===== config.mk =====
export PLATFORM = sky130hd
export DESIGN_NAME = core_status_mode_bits
export DESIGN_NICKNAME = d
export VERILOG_FILES = /design/src/design/core_status_pkg.sv /design/src/design/acc_result_shaper.sv /design/src/design/bus_priority_arbiter.sv /design/src/design/core_status_mode_bits.sv
export SDC_FILE = /design/constraint.sdc
export NUM_CORES = 1
export LEC_CHECK = 0
export BUFFER_PORTS_ARGS = -buffer_cell sky130_fd_sc_hd__buf_4
export CELL_PAD_IN_SITES_DETAIL_PLACEMENT = 1
export CELL_PAD_IN_SITES_GLOBAL_PLACEMENT = 1
export CORE_ASPECT_RATIO = 1.4
export CORE_MARGIN = 2
export CORE_UTILIZATION = 33
export CTS_CLUSTER_DIAMETER = 150
export CTS_CLUSTER_SIZE = 28
export DETAILED_ROUTE_END_ITERATION = 6
export PLACE_DENSITY_LB_ADDON = 0.1
export SYNTH_ARGS = -nofsm -noshare
export SYNTH_HDL_FRONTEND = slang
export SYNTH_SLANG_ARGS = --single-unit

===== constraint.sdc =====
create_clock -name i_clk -period 4.6 [get_ports i_clk]
set_clock_uncertainty 0.2 [all_clocks]
set_input_delay 0.92 -clock i_clk [delete_from_list [all_inputs] [get_ports i_clk]]
set_output_delay 0.92 -clock i_clk [all_outputs]
set_load 0.03 [all_outputs]

===== src/design/core_status_pkg.sv =====
// Package: offsets, field layout, reset values and types of the status mode bits
package core_status_pkg;

    // ------------------------------------------------------------
    // Register offsets
    // ------------------------------------------------------------
    localparam logic [31:0] STATUS_WORD_OFFSET = 32'h0000_0000;
    localparam logic [31:0] MODE_WORD_OFFSET = 32'h0000_0004;
    localparam logic [31:0] ARB_STATE_OFFSET = 32'h0000_0008;

    // ------------------------------------------------------------
    // Status word field positions
    // ------------------------------------------------------------
    localparam int CORE_PRIO_LO = 22;
    localparam int ROUND_SEL_BIT = 21;
    localparam int SAT_EN_BIT = 20;
    localparam int CACHE_EN_BIT = 19;
    localparam int RSVD_BIT = 18;
    localparam int NARROW_BIT = 17;
    localparam int FOREVER_BIT = 16;
    localparam int LOOP_BIT = 15;

    // ------------------------------------------------------------
    // Mode word field positions
    // ------------------------------------------------------------
    localparam int PRIO_MODE_LO = 0;
    localparam int BURST_BIT = 2;

    // ------------------------------------------------------------
    // Reset values
    // ------------------------------------------------------------
    localparam logic [1:0] CORE_PRIO_RST = 2'h3;
    localparam logic MODE_BIT_RST = 1'b0;
    localparam logic [1:0] PRIO_MODE_RST = 2'h0;

    // ------------------------------------------------------------
    // Accumulator limits and rounding constants
    // ------------------------------------------------------------
    localparam logic [55:0] SAT_MAX = 56'h00_7fff_ffff_ffff;
    localparam logic [55:0] SAT_MIN = 56'hff_8000_0000_0000;
    localparam logic [55:0] ROUND_HALF = 56'h00_0000_0080_0000;
    localparam logic [23:0] TIE_LOW = 24'h80_0000;
    localparam logic [23:0] LIM24_MAX = 24'h7f_ffff;
    localparam logic [23:0] LIM24_MIN = 24'h80_0000;
    localparam logic [23:0] LIM16_MAX = 24'h00_7fff;
    localparam logic [23:0] LIM16_MIN = 24'hff_8000;

    typedef enum logic [1:0] {
        PRIO_DYNAMIC = 2'b00,
        PRIO_CORE_LOW = 2'b01,
        PRIO_EQUAL = 2'b10,
        PRIO_CORE_HIGH = 2'b11
    } prio_mode_e;

    typedef enum logic [1:0] {
        LAST_CORE = 2'b01,
        LAST_DMA = 2'b10
    } rr_state_e;

    typedef struct packed {
        logic fv;
        logic lf;
    } loop_flags_s;

    typedef struct packed {
        logic [1:0] core_prio;
        logic round_twos;
        logic sat_en;
        logic cache_en;
        logic narrow_en;
        loop_flags_s flags;
    } mode_bits_s;

endpackage


===== src/design/acc_result_shaper.sv =====
// Accumulator saturation, rounding and narrow-format limiting
`timescale 1ns/100ps
module acc_result_shaper
    import core_status_pkg::*;
(
    input wire logic i_clk,
    input wire logic i_rst_n,
    input wire logic [55:0] i_acc,
    input wire logic i_sat_en,
    input wire logic i_round_twos,
    input wire logic i_narrow_en,
    output logic [55:0] o_acc,
    output logic [23:0] o_msp
);
    logic ovf;
    logic [55:0] sat_val;
    logic [55:0] sum;
    logic tie;
    logic [55:0] rnd;
    logic [23:0] next_msp;

    assign ovf = ~(&i_acc[55:47] | ~(|i_acc[55:47]));
    assign sat_val = (i_sat_en && ovf) ? (i_acc[55] ? SAT_MIN : SAT_MAX) : i_acc;
    assign sum = sat_val + ROUND_HALF;
    assign tie = (sat_val[23:0] == TIE_LOW);

    always_comb begin
        rnd = sum;
        if (!i_round_twos && tie) begin
            rnd[24] = 1'b0;
        end
        if (i_narrow_en) begin
            if (&rnd[55:39] | ~(|rnd[55:39])) begin
                next_msp = {{8{rnd[39]}}, rnd[39:24]};
            end else begin
                next_msp = rnd[55] ? LIM16_MIN : LIM16_MAX;
            end
        end else if (&rnd[55:47] | ~(|rnd[55:47])) begin
            next_msp = rnd[47:24];
        end else begin
            next_msp = rnd[55] ? LIM24_MIN : LIM24_MAX;
        end
    end

    always_ff @(posedge i_clk or negedge i_rst_n) begin
        if (!i_rst_n) begin
            o_acc <= '0;
            o_msp <= '0;
        end else begin
            o_acc <= sat_val;
            o_msp <= next_msp;
        end
    end

    sat_pos_a: assert property (@(posedge i_clk) disable iff (!i_rst_n)
        i_sat_en && ovf && !i_acc[55] |=> o_acc == SAT_MAX)
        else $error("saturation did not clamp to max");
    narrow_lim_a: assert property (@(posedge i_clk) disable iff (!i_rst_n)
        i_narrow_en |=> o_msp[23:16] == {8{o_msp[15]}})
        else $error("narrow result not right aligned");
    conv_even_a: assert property (@(posedge i_clk) disable iff (!i_rst_n)
        !i_round_twos && !i_narrow_en && i_acc[55:47] == 9'h000
        && i_acc[23:0] == TIE_LOW && i_acc[46:24] != 23'h7f_ffff |=> !o_msp[0])
        else $error("convergent tie not rounded to even");
endmodule // acc_result_shaper


===== src/design/bus_priority_arbiter.sv =====
// External bus arbitration between core and active DMA channel
`timescale 1ns/100ps
module bus_priority_arbiter
    import core_status_pkg::*;
(
    input wire logic i_clk,
    input wire logic i_rst_n,
    input wire prio_mode_e i_mode,
    input wire logic [1:0] i_core_prio,
    input wire logic [1:0] i_dma_prio,
    input wire logic i_core_req,
    input wire logic i_dma_req,
    output logic o_core_grant,
    output logic o_dma_grant
);
    rr_state_e state;
    logic core_hi;
    logic dma_hi;

    always_comb begin
        case (i_mode)
            PRIO_CORE_LOW: begin
                core_hi = 1'b0;
                dma_hi = 1'b1;
            end
            PRIO_EQUAL: begin
                core_hi = 1'b0;
                dma_hi = 1'b0;
            end
            PRIO_CORE_HIGH: begin
                core_hi = 1'b1;
                dma_hi = 1'b0;
            end
            default: begin
                core_hi = i_core_prio > i_dma_prio;
                dma_hi = i_core_prio < i_dma_prio;
            end
        endcase
    end

    always_comb begin
        o_core_grant = 1'b0;
        o_dma_grant = 1'b0;
        if (i_core_req && i_dma_req) begin
            if (core_hi || (!dma_hi && state == LAST_DMA)) begin
                o_core_grant = 1'b1;
            end else begin
                o_dma_grant = 1'b1;
            end
        end else begin
            o_core_grant = i_core_req;
            o_dma_grant = i_dma_req;
        end
    end

    always_ff @(posedge i_clk or negedge i_rst_n) begin
        if (!i_rst_n) begin
            state <= LAST_DMA;
        end else if (o_core_grant) begin
            state <= LAST_CORE;
        end else if (o_dma_grant) begin
            state <= LAST_DMA;
        end
    end

    static_low_a: assert property (@(posedge i_clk) disable iff (!i_rst_n)
        i_mode == PRIO_CORE_LOW && i_core_req && i_dma_req |-> o_dma_grant && !o_core_grant)
        else $error("static low mode let core win");
    round_robin_a: assert property (@(posedge i_clk) disable iff (!i_rst_n)
        i_mode == PRIO_EQUAL && i_core_req && i_dma_req && o_core_grant
        ##1 i_mode == PRIO_EQUAL && i_core_req && i_dma_req |-> o_dma_grant)
        else $error("equal priority did not alternate");
endmodule // bus_priority_arbiter


===== src/design/core_status_mode_bits.sv =====
// Status word mode bits with AHB-Lite access, loop flag stacking and bus arbitration
`timescale 1ns/100ps
module core_status_mode_bits
    import core_status_pkg::*;
(
    input wire logic i_clk,
    input wire logic i_rst_n,
    input wire logic i_hsel,
    input wire logic [31:0] i_haddr,
    input wire logic [1:0] i_htrans,
    input wire logic i_hwrite,
    input wire logic [2:0] i_hsize,
    input wire logic [31:0] i_hwdata,
    input wire logic i_hready,
    output logic [31:0] o_hrdata,
    output logic o_hreadyout,
    output logic o_hresp,
    input wire logic i_loop_start,
    input wire logic i_forever_start,
    input wire logic i_loop_end,
    input wire logic i_rti_long,
    input wire loop_flags_s i_pop_flags,
    output logic o_push,
    output loop_flags_s o_push_flags,
    output mode_bits_s o_mode,
    output logic o_burst_en,
    input wire logic [55:0] i_acc,
    output logic [55:0] o_acc_sat,
    output logic [23:0] o_msp,
    input wire logic [1:0] i_dma_prio,
    input wire logic i_core_req,
    input wire logic i_dma_req,
    output logic o_core_grant,
    output logic o_dma_grant
);
    // ------------------------------------------------------------
    // Bus slave
    // ------------------------------------------------------------
    logic take;
    logic wr_pend;
    logic [31:0] wr_addr;
    logic wr_status;
    logic wr_mode;
    logic [1:0] core_prio;
    logic round_twos;
    logic sat_en;
    logic cache_en;
    logic narrow_en;
    loop_flags_s flags;
    mode_bits_s mode;
    prio_mode_e prio_mode;
    logic burst_en;
    logic [31:0] next_rdata;

    assign o_hreadyout = 1'b1;
    assign o_hresp = 1'b0;
    assign take = i_hsel && i_hready && i_htrans[1];

    // ------------------------------------------------------------
    // Write capture
    // ------------------------------------------------------------
    // Address held over into the data phase
    always_ff @(posedge i_clk or negedge i_rst_n) begin
        if (!i_rst_n) begin
            wr_pend <= 1'b0;
            wr_addr <= '0;
        end else begin
            wr_pend <= take && i_hwrite && i_hsize == 3'h2;
            wr_addr <= i_haddr;
        end
    end

    // ------------------------------------------------------------
    // Write decode
    // ------------------------------------------------------------
    // Data-phase write strobes for the status and mode words
    assign wr_status = wr_pend && wr_addr == STATUS_WORD_OFFSET;
    assign wr_mode = wr_pend && wr_addr == MODE_WORD_OFFSET;

    // ------------------------------------------------------------
    // Read mux
    // ------------------------------------------------------------
    always_comb begin
        next_rdata = '0;
        if (i_haddr == STATUS_WORD_OFFSET) begin
            next_rdata[CORE_PRIO_LO +: 2] = mode.core_prio;
            next_rdata[ROUND_SEL_BIT] = mode.round_twos;
            next_rdata[SAT_EN_BIT] = mode.sat_en;
            next_rdata[CACHE_EN_BIT] = mode.cache_en;
            next_rdata[NARROW_BIT] = mode.narrow_en;
            next_rdata[FOREVER_BIT] = mode.flags.fv;
            next_rdata[LOOP_BIT] = mode.flags.lf;
        end else if (i_haddr == MODE_WORD_OFFSET) begin
            next_rdata[PRIO_MODE_LO +: 2] = prio_mode;
            next_rdata[BURST_BIT] = burst_en;
        end else if (i_haddr == ARB_STATE_OFFSET) begin
            next_rdata[1:0] = {o_dma_grant, o_core_grant};
        end
    end

    // ------------------------------------------------------------
    // Read data register
    // ------------------------------------------------------------
    // Loaded in the address phase, stands until the next read
    always_ff @(posedge i_clk or negedge i_rst_n) begin
        if (!i_rst_n) begin
            o_hrdata <= '0;
        end else if (take && !i_hwrite) begin
            o_hrdata <= next_rdata;
        end
    end

    // ------------------------------------------------------------
    // Mode bits
    // ------------------------------------------------------------
    always_ff @(posedge i_clk or negedge i_rst_n) begin
        if (!i_rst_n) begin
            core_prio <= CORE_PRIO_RST;
            round_twos <= MODE_BIT_RST;
            sat_en <= MODE_BIT_RST;
            cache_en <= MODE_BIT_RST;
            narrow_en <= MODE_BIT_RST;
        end else if (wr_status) begin
            core_prio <= i_hwdata[CORE_PRIO_LO +: 2];
            round_twos <= i_hwdata[ROUND_SEL_BIT];
            sat_en <= i_hwdata[SAT_EN_BIT];
            cache_en <= i_hwdata[CACHE_EN_BIT];
            narrow_en <= i_hwdata[NARROW_BIT];
        end
    end

    // Core view of the mode bits, loop flags included
    assign mode = {core_prio, round_twos, sat_en, cache_en, narrow_en, flags};

    // ------------------------------------------------------------
    // Mode word
    // ------------------------------------------------------------
    always_ff @(posedge i_clk or negedge i_rst_n) begin
        if (!i_rst_n) begin
            prio_mode <= prio_mode_e'(PRIO_MODE_RST);
            burst_en <= MODE_BIT_RST;
        end else if (wr_mode) begin
            prio_mode <= prio_mode_e'(i_hwdata[PRIO_MODE_LO +: 2]);
            burst_en <= i_hwdata[BURST_BIT];
        end
    end

    // ------------------------------------------------------------
    // Loop flags
    // ------------------------------------------------------------
    // Hardware loop events override a same-cycle software write
    always_ff @(posedge i_clk or negedge i_rst_n) begin
        if (!i_rst_n) begin
            flags <= '0;
        end else if (i_forever_start) begin
            flags.fv <= 1'b1;
        end else if (i_loop_start) begin
            flags.lf <= 1'b1;
        end else if (i_loop_end || i_rti_long) begin
            flags <= i_pop_flags;
        end else if (wr_status) begin
            flags.fv <= i_hwdata[FOREVER_BIT];
            flags.lf <= i_hwdata[LOOP_BIT];
        end
    end

    // ------------------------------------------------------------
    // Stack interface
    // ------------------------------------------------------------
    // Flags stacked one cycle after a loop starts
    always_ff @(posedge i_clk or negedge i_rst_n) begin
        if (!i_rst_n) begin
            o_push <= 1'b0;
            o_push_flags <= '0;
        end else begin
            o_push <= i_forever_start || i_loop_start;
            o_push_flags <= mode.flags;
        end
    end

    // ------------------------------------------------------------
    // Outputs
    // ------------------------------------------------------------
    assign o_mode = mode;
    assign o_burst_en = burst_en;

    // ------------------------------------------------------------
    // Datapath: accumulator result shaper
    // ------------------------------------------------------------
    acc_result_shaper u_shaper (
        .i_clk(i_clk),
        .i_rst_n(i_rst_n),
        .i_acc(i_acc),
        .i_sat_en(mode.sat_en),
        .i_round_twos(mode.round_twos),
        .i_narrow_en(mode.narrow_en),
        .o_acc(o_acc_sat),
        .o_msp(o_msp)
    );

    // ------------------------------------------------------------
    // Bus arbitration
    // ------------------------------------------------------------
    bus_priority_arbiter u_arb (
        .i_clk(i_clk),
        .i_rst_n(i_rst_n),
        .i_mode(prio_mode),
        .i_core_prio(mode.core_prio),
        .i_dma_prio(i_dma_prio),
        .i_core_req(i_core_req),
        .i_dma_req(i_dma_req),
        .o_core_grant(o_core_grant),
        .o_dma_grant(o_dma_grant)
    );

    // ------------------------------------------------------------
    // Checks
    // ------------------------------------------------------------
    round_sel_a: assert property (@(posedge i_clk) disable iff (!i_rst_n)
        wr_status |=> o_mode.round_twos == $past(i_hwdata[ROUND_SEL_BIT]))
        else $error("rounding select not written");
    sat_write_a: assert property (@(posedge i_clk) disable iff (!i_rst_n)
        wr_status ##1 !wr_status |-> o_mode.sat_en == $past(i_hwdata[SAT_EN_BIT], 1))
        else $error("saturation enable lost");
    cache_en_a: assert property (@(posedge i_clk) disable iff (!i_rst_n)
        wr_status |=> o_mode.cache_en == $past(i_hwdata[CACHE_EN_BIT]))
        else $error("cache enable not written");
    rsvd_zero_a: assert property (@(posedge i_clk) disable iff (!i_rst_n)
        take && !i_hwrite && i_haddr == STATUS_WORD_OFFSET |=> !o_hrdata[RSVD_BIT])
        else $error("reserved bit read nonzero");
    fv_set_a: assert property (@(posedge i_clk) disable iff (!i_rst_n)
        i_forever_start |=> o_mode.flags.fv && o_push)
        else $error("forever flag not set");
    fv_push_a: assert property (@(posedge i_clk) disable iff (!i_rst_n)
        i_forever_start |=> o_push_flags.fv == $past(mode.flags.fv))
        else $error("old forever flag not stacked");
    lf_restore_a: assert property (@(posedge i_clk) disable iff (!i_rst_n)
        i_loop_end && !i_forever_start && !i_loop_start |=> o_mode.flags == $past(i_pop_flags))
        else $error("loop flag not restored");
    rti_restore_a: assert property (@(posedge i_clk) disable iff (!i_rst_n)
        i_rti_long && !i_forever_start && !i_loop_start
        |=> o_mode.flags.fv == $past(i_pop_flags.fv) && o_mode.flags.lf == $past(i_pop_flags.lf))
        else $error("interrupt return did not restore flags");
    narrow_write_a: assert property (@(posedge i_clk) disable iff (!i_rst_n)
        wr_status |=> o_mode.narrow_en == $past(i_hwdata[NARROW_BIT]))
        else $error("narrow mode not written");

    // ------------------------------------------------------------
    // Write, hold, stacking and readback checks
    // ------------------------------------------------------------
    prio_write_a: assert property (@(posedge i_clk) disable iff (!i_rst_n)
        wr_status |=> o_mode.core_prio == $past(i_hwdata[CORE_PRIO_LO +: 2]))
        else $error("core priority not written");

    mode_write_a: assert property (@(posedge i_clk) disable iff (!i_rst_n)
        wr_mode |=> prio_mode == $past(i_hwdata[PRIO_MODE_LO +: 2]))
        else $error("priority mode not written");

    lf_set_a: assert property (@(posedge i_clk) disable iff (!i_rst_n)
        i_loop_start && !i_forever_start |=> o_mode.flags.lf && o_push)
        else $error("loop flag not set");

    lf_push_a: assert property (@(posedge i_clk) disable iff (!i_rst_n)
        i_loop_start |=> o_push_flags == $past(mode.flags))
        else $error("old loop flags not stacked");

    push_idle_a: assert property (@(posedge i_clk) disable iff (!i_rst_n)
        !i_forever_start && !i_loop_start |=> !o_push)
        else $error("push without a loop start");

    flags_hold_a: assert property (@(posedge i_clk) disable iff (!i_rst_n)
        !i_forever_start && !i_loop_start && !i_loop_end && !i_rti_long && !wr_status
        |=> $stable(o_mode.flags))
        else $error("loop flags changed without an event");

    narrow_hold_a: assert property (@(posedge i_clk) disable iff (!i_rst_n)
        !wr_status |=> $stable(o_mode.narrow_en))
        else $error("narrow mode changed without a write");

    sat_hold_a: assert property (@(posedge i_clk) disable iff (!i_rst_n)
        !wr_status |=> $stable(o_mode.sat_en))
        else $error("saturation changed without a write");

    round_hold_a: assert property (@(posedge i_clk) disable iff (!i_rst_n)
        !wr_status |=> $stable(o_mode.round_twos))
        else $error("rounding select changed without a write");

    cache_hold_a: assert property (@(posedge i_clk) disable iff (!i_rst_n)
        !wr_status |=> $stable(o_mode.cache_en))
        else $error("cache enable changed without a write");

    status_read_a: assert property (@(posedge i_clk) disable iff (!i_rst_n)
        take && !i_hwrite && i_haddr == STATUS_WORD_OFFSET
        |=> o_hrdata[LOOP_BIT +: 2] == $past(mode.flags))
        else $error("loop flags read back wrong");
endmodule // core_status_mode_bits


==> impl_results.md <==
- Outcome: finished, final reports clean
- I/O pins: 268
- Top cells by count, synth: dfrtp_1, nand2_1, buf_4, nor2_1, a21oi_1
- Die area: 21,100 sq um
- Fmax: 227 MHz
- Setup Crit Path Kind: in2reg
- TritonCTS Buffers: 17
- Slew Limit Fails: 0
- Total Neg Setup Slack: 0 ns
- Yosys top cell area share: 52.0%
- Share of layout cells above drive strength 1: 38.2%
- CTS sink count: 140
- Final Non-Filler Cells: 1,156
- CTS hold repair buffers: 0
- Gr ovfl total: 0
- CTS H-tree depth: 4
- Unrepaired setup endpoints after global routing: false
- P_leak: 0.00442 uW
- Post-synthesis sequential area ratio: 53.2%
- Commonest register cell after synthesis: dfrtp_1
- DRT iter0 DRCs: 172
- Worst EP required: 4.66 ns
- Ys async rst share: 100%
- CP max stage delay: 0.60 ns
- Initial antenna violation count: 0
- Cell Count Post-Placement: 1,125
- Post-CTS Resized: 0
- Pwr Density: 342 nW/um^2
- Synthesis Warnings: 0
- Synth area leaders: dfrtp_1, nand2_1, buf_4
- Largest net degree at the start of global routing: 88
- # DRC: 0
- Vias in the first global route: 6,262
- DIE WIDTH: 123 microns
- Row count: 61
- Fin util: 46.8%
- Post-DP HPWL: 16,800 microns
- Worst slew margin: 47.6%
- Metal1 wirelength: 8280 microns
- Largest area contributor in the synthesized netlist: dfrtp_1
- Reg clk slew, reported paths: 0.06 ns
- Final worst-path cycle share: 95.9%
- Critical Path Start Type: input pin
- Core area: 19,800 sq um
- Worst path cell trace: buf_4 > or4_1 > nor3_4 > or2_2 > nand2_1 > nand2_1 > ha_2 > and3_1 > a32oi_1 > nor4_2 > mux2_2 > or4b_4 > o21ai_2 > o211ai_1
- GRT Overall Usage: 20.8%
- Port Buffer Count: 222
- Total wire length: 21,700 microns
- CTS Buffer Depth: 2
- FF+latch count, synth: 140
- Critical path fanouts, max: 8
- Crit. End Element: flip-flop
- Post-Syn Area: 6600 sq um
- First-pass GRT wire length: 33,300 microns
- Peak supply drop: 0.276 mV
- Clock root buffer: clkbuf_16
- Slowest cell on the critical path: or4_1
- Routed Antenna Nets: 0
- Setup Fix Bufs, Post-CTS: 0
- Reg area: 3510 sq um
- DRT Pass-1 Iters: 5
- Synth-to-layout area growth: 40.2%
- CTS tree: built
- Routed vias/inst: 4.99
- Hold Fails Final Rpt: 0
- # fillers: 2,267
- Gate Count Post-Synth: 646
- Shortest period the worst path allows: 4.41 ns
- Worst skew pair latency: 0.42 ns
- Number of enable flip-flop cells after synthesis: 0
- Worst hold margin: 0.253 ns
- Area of the multi-input gates: 2770 sq um
- CP dominant cell by count: nand2_1
- Mean Syn Cell Area: 10.2 sq um
- Routed vias: 5,766
- Worst slack at placement: -0.228 ns
- Nets: 1,035
- Wire per inst: 18.7 microns
- Final Setup Violations: 0
- Placer Congestion: 0.876
- Netlist cell types: 75
- Worst-Margin Slew: 0.785 ns
- Max Used Layer: met4
- Max-cap violations: 0
- Met2 WL post-DR: 11,700 microns
- Initial Utilization: 33.4%
- Met3 WL: 1100 microns
- Min-delay worst type: reg2reg
- Worst path arrival time: 4.47 ns
- Fin worst setup slack: 0.189 ns
- Die Y: 171 microns
- # diodes: 0
## flip-flops by register name, indices dropped and copies added (netlist names)
signal,count
wr_addr,32
u_arb.state,2
o_hrdata,11
o_push_flags,2
o_mode,2
cache_en,1
round_twos,1
o_burst_en,1
prio_mode,2
u_shaper.o_acc,56
o_push,1
u_shaper.o_msp,24
core_prio,2
wr_pend,1
sat_en,1
narrow_en,1
## through the flow
step / total power (uW) / area [sq um]
after floorplan: 1600 / 6730
after detailed placement: 1850 / 8660
after global placement: 1830 / 8660
after CTS: 3220 / 9240
final: 3160 / 9240
after global routing: 3310 / 9240
## kinds of logic after synthesis
group                      count (synthesis)  synth area share (%)
DFF                                      140                  53.2
other                                      2                 0.114
muxes                                      8                  1.37
xor gates and xnor gates                  24                  3.19
and+or+nand+nor                          273                  20.7
AOI/OAI and AO/OA                        119                  14.3
buffers and inverters                     77                  6.56
adders and majority gates                  3                 0.569
## power by group
| part | internal (uW) | leakage, uW | switching (uW) | total [uW] |
|---|---|---|---|---|
| clock network | 812 | 0.000287 | 533 | 1340 |
| registers | 1290 | 0.00168 | 23.7 | 1320 |
| logic | 195 | 0.00246 | 307 | 502 |
## cell type report
type                            instances  area share (%)
Clock inverter                         13            1.52
Clock buffer                           18            4.75
Timing Repair Buffer                  262            21.6
Tap cell                              252            3.41
Sequential cell                       140            37.9
Inverter                               21           0.853
Multi-Input combinational cell        450            29.9
## layer usage
layer	global-route usage [%]	up-vias
met5	0	-
met4	7.46	0
met3	4.74	30
met2	39.0	168
met1	22.5	2843
li1	-	2725
## final timing paths
check,from,endpoint,slack [ns],cells after the start
min,o_mode[0]$_DFFE_PN0P_,o_push_flags[0]$_DFF_PN0_,0.25,0
max reg2reg,sat_en$_DFFE_PN0P_,u_shaper.o_msp[8]$_DFF_PN0_,0.91,14
max in group asynchronous,i_rst_n,u_shaper.o_msp[23]$_DFF_PN0_,2.89,2
min reg2reg,o_mode[0]$_DFFE_PN0P_,o_push_flags[0]$_DFF_PN0_,0.25,0
max,i_acc[50],u_shaper.o_msp[21]$_DFF_PN0_,0.19,14
min in group asynchronous,i_rst_n,wr_addr[4]$_DFF_PN0_,0.34,1
## worst max-delay path: cells and delay by family
kind | cells | cell delay, ns
AOI/OAI and AO/OA | 3 | 0.60
muxes | 1 | 0.37
adders and majority gates | 1 | 0.19
buffers and inverters | 1 | 0.11
and+or+nand+nor | 8 | 2.27
## cells in the final DEF (no fill, tap or decap), types with 3 or more instances in the layout
cell / count
buf_4: 259
nand2_1: 137
dfrtp_1: 137
nor2_1: 26
a21oi_1: 25
conb_1: 23
nor4_1: 21
inv_1: 21
o21ai_0: 19
clkbuf_16: 17
nand4_1: 15
xnor2_1: 14
nand3_1: 13
nor3_1: 12
a311oi_2: 11
xor2_1: 10
a31oi_1: 9
mux2_2: 8
o211ai_1: 8
and3_1: 6
or2_2: 5
a311oi_1: 5
and4_1: 4
and2_1: 4
o31ai_1: 4
or3_1: 4
clkinv_2: 4
a21o_1: 3
or4_1: 3
o21a_1: 3
nor2b_1: 3
o21ai_1: 3
inv_6: 3
clkinv_4: 3
dfstp_2: 3
(Power assumes the default switching activity.)
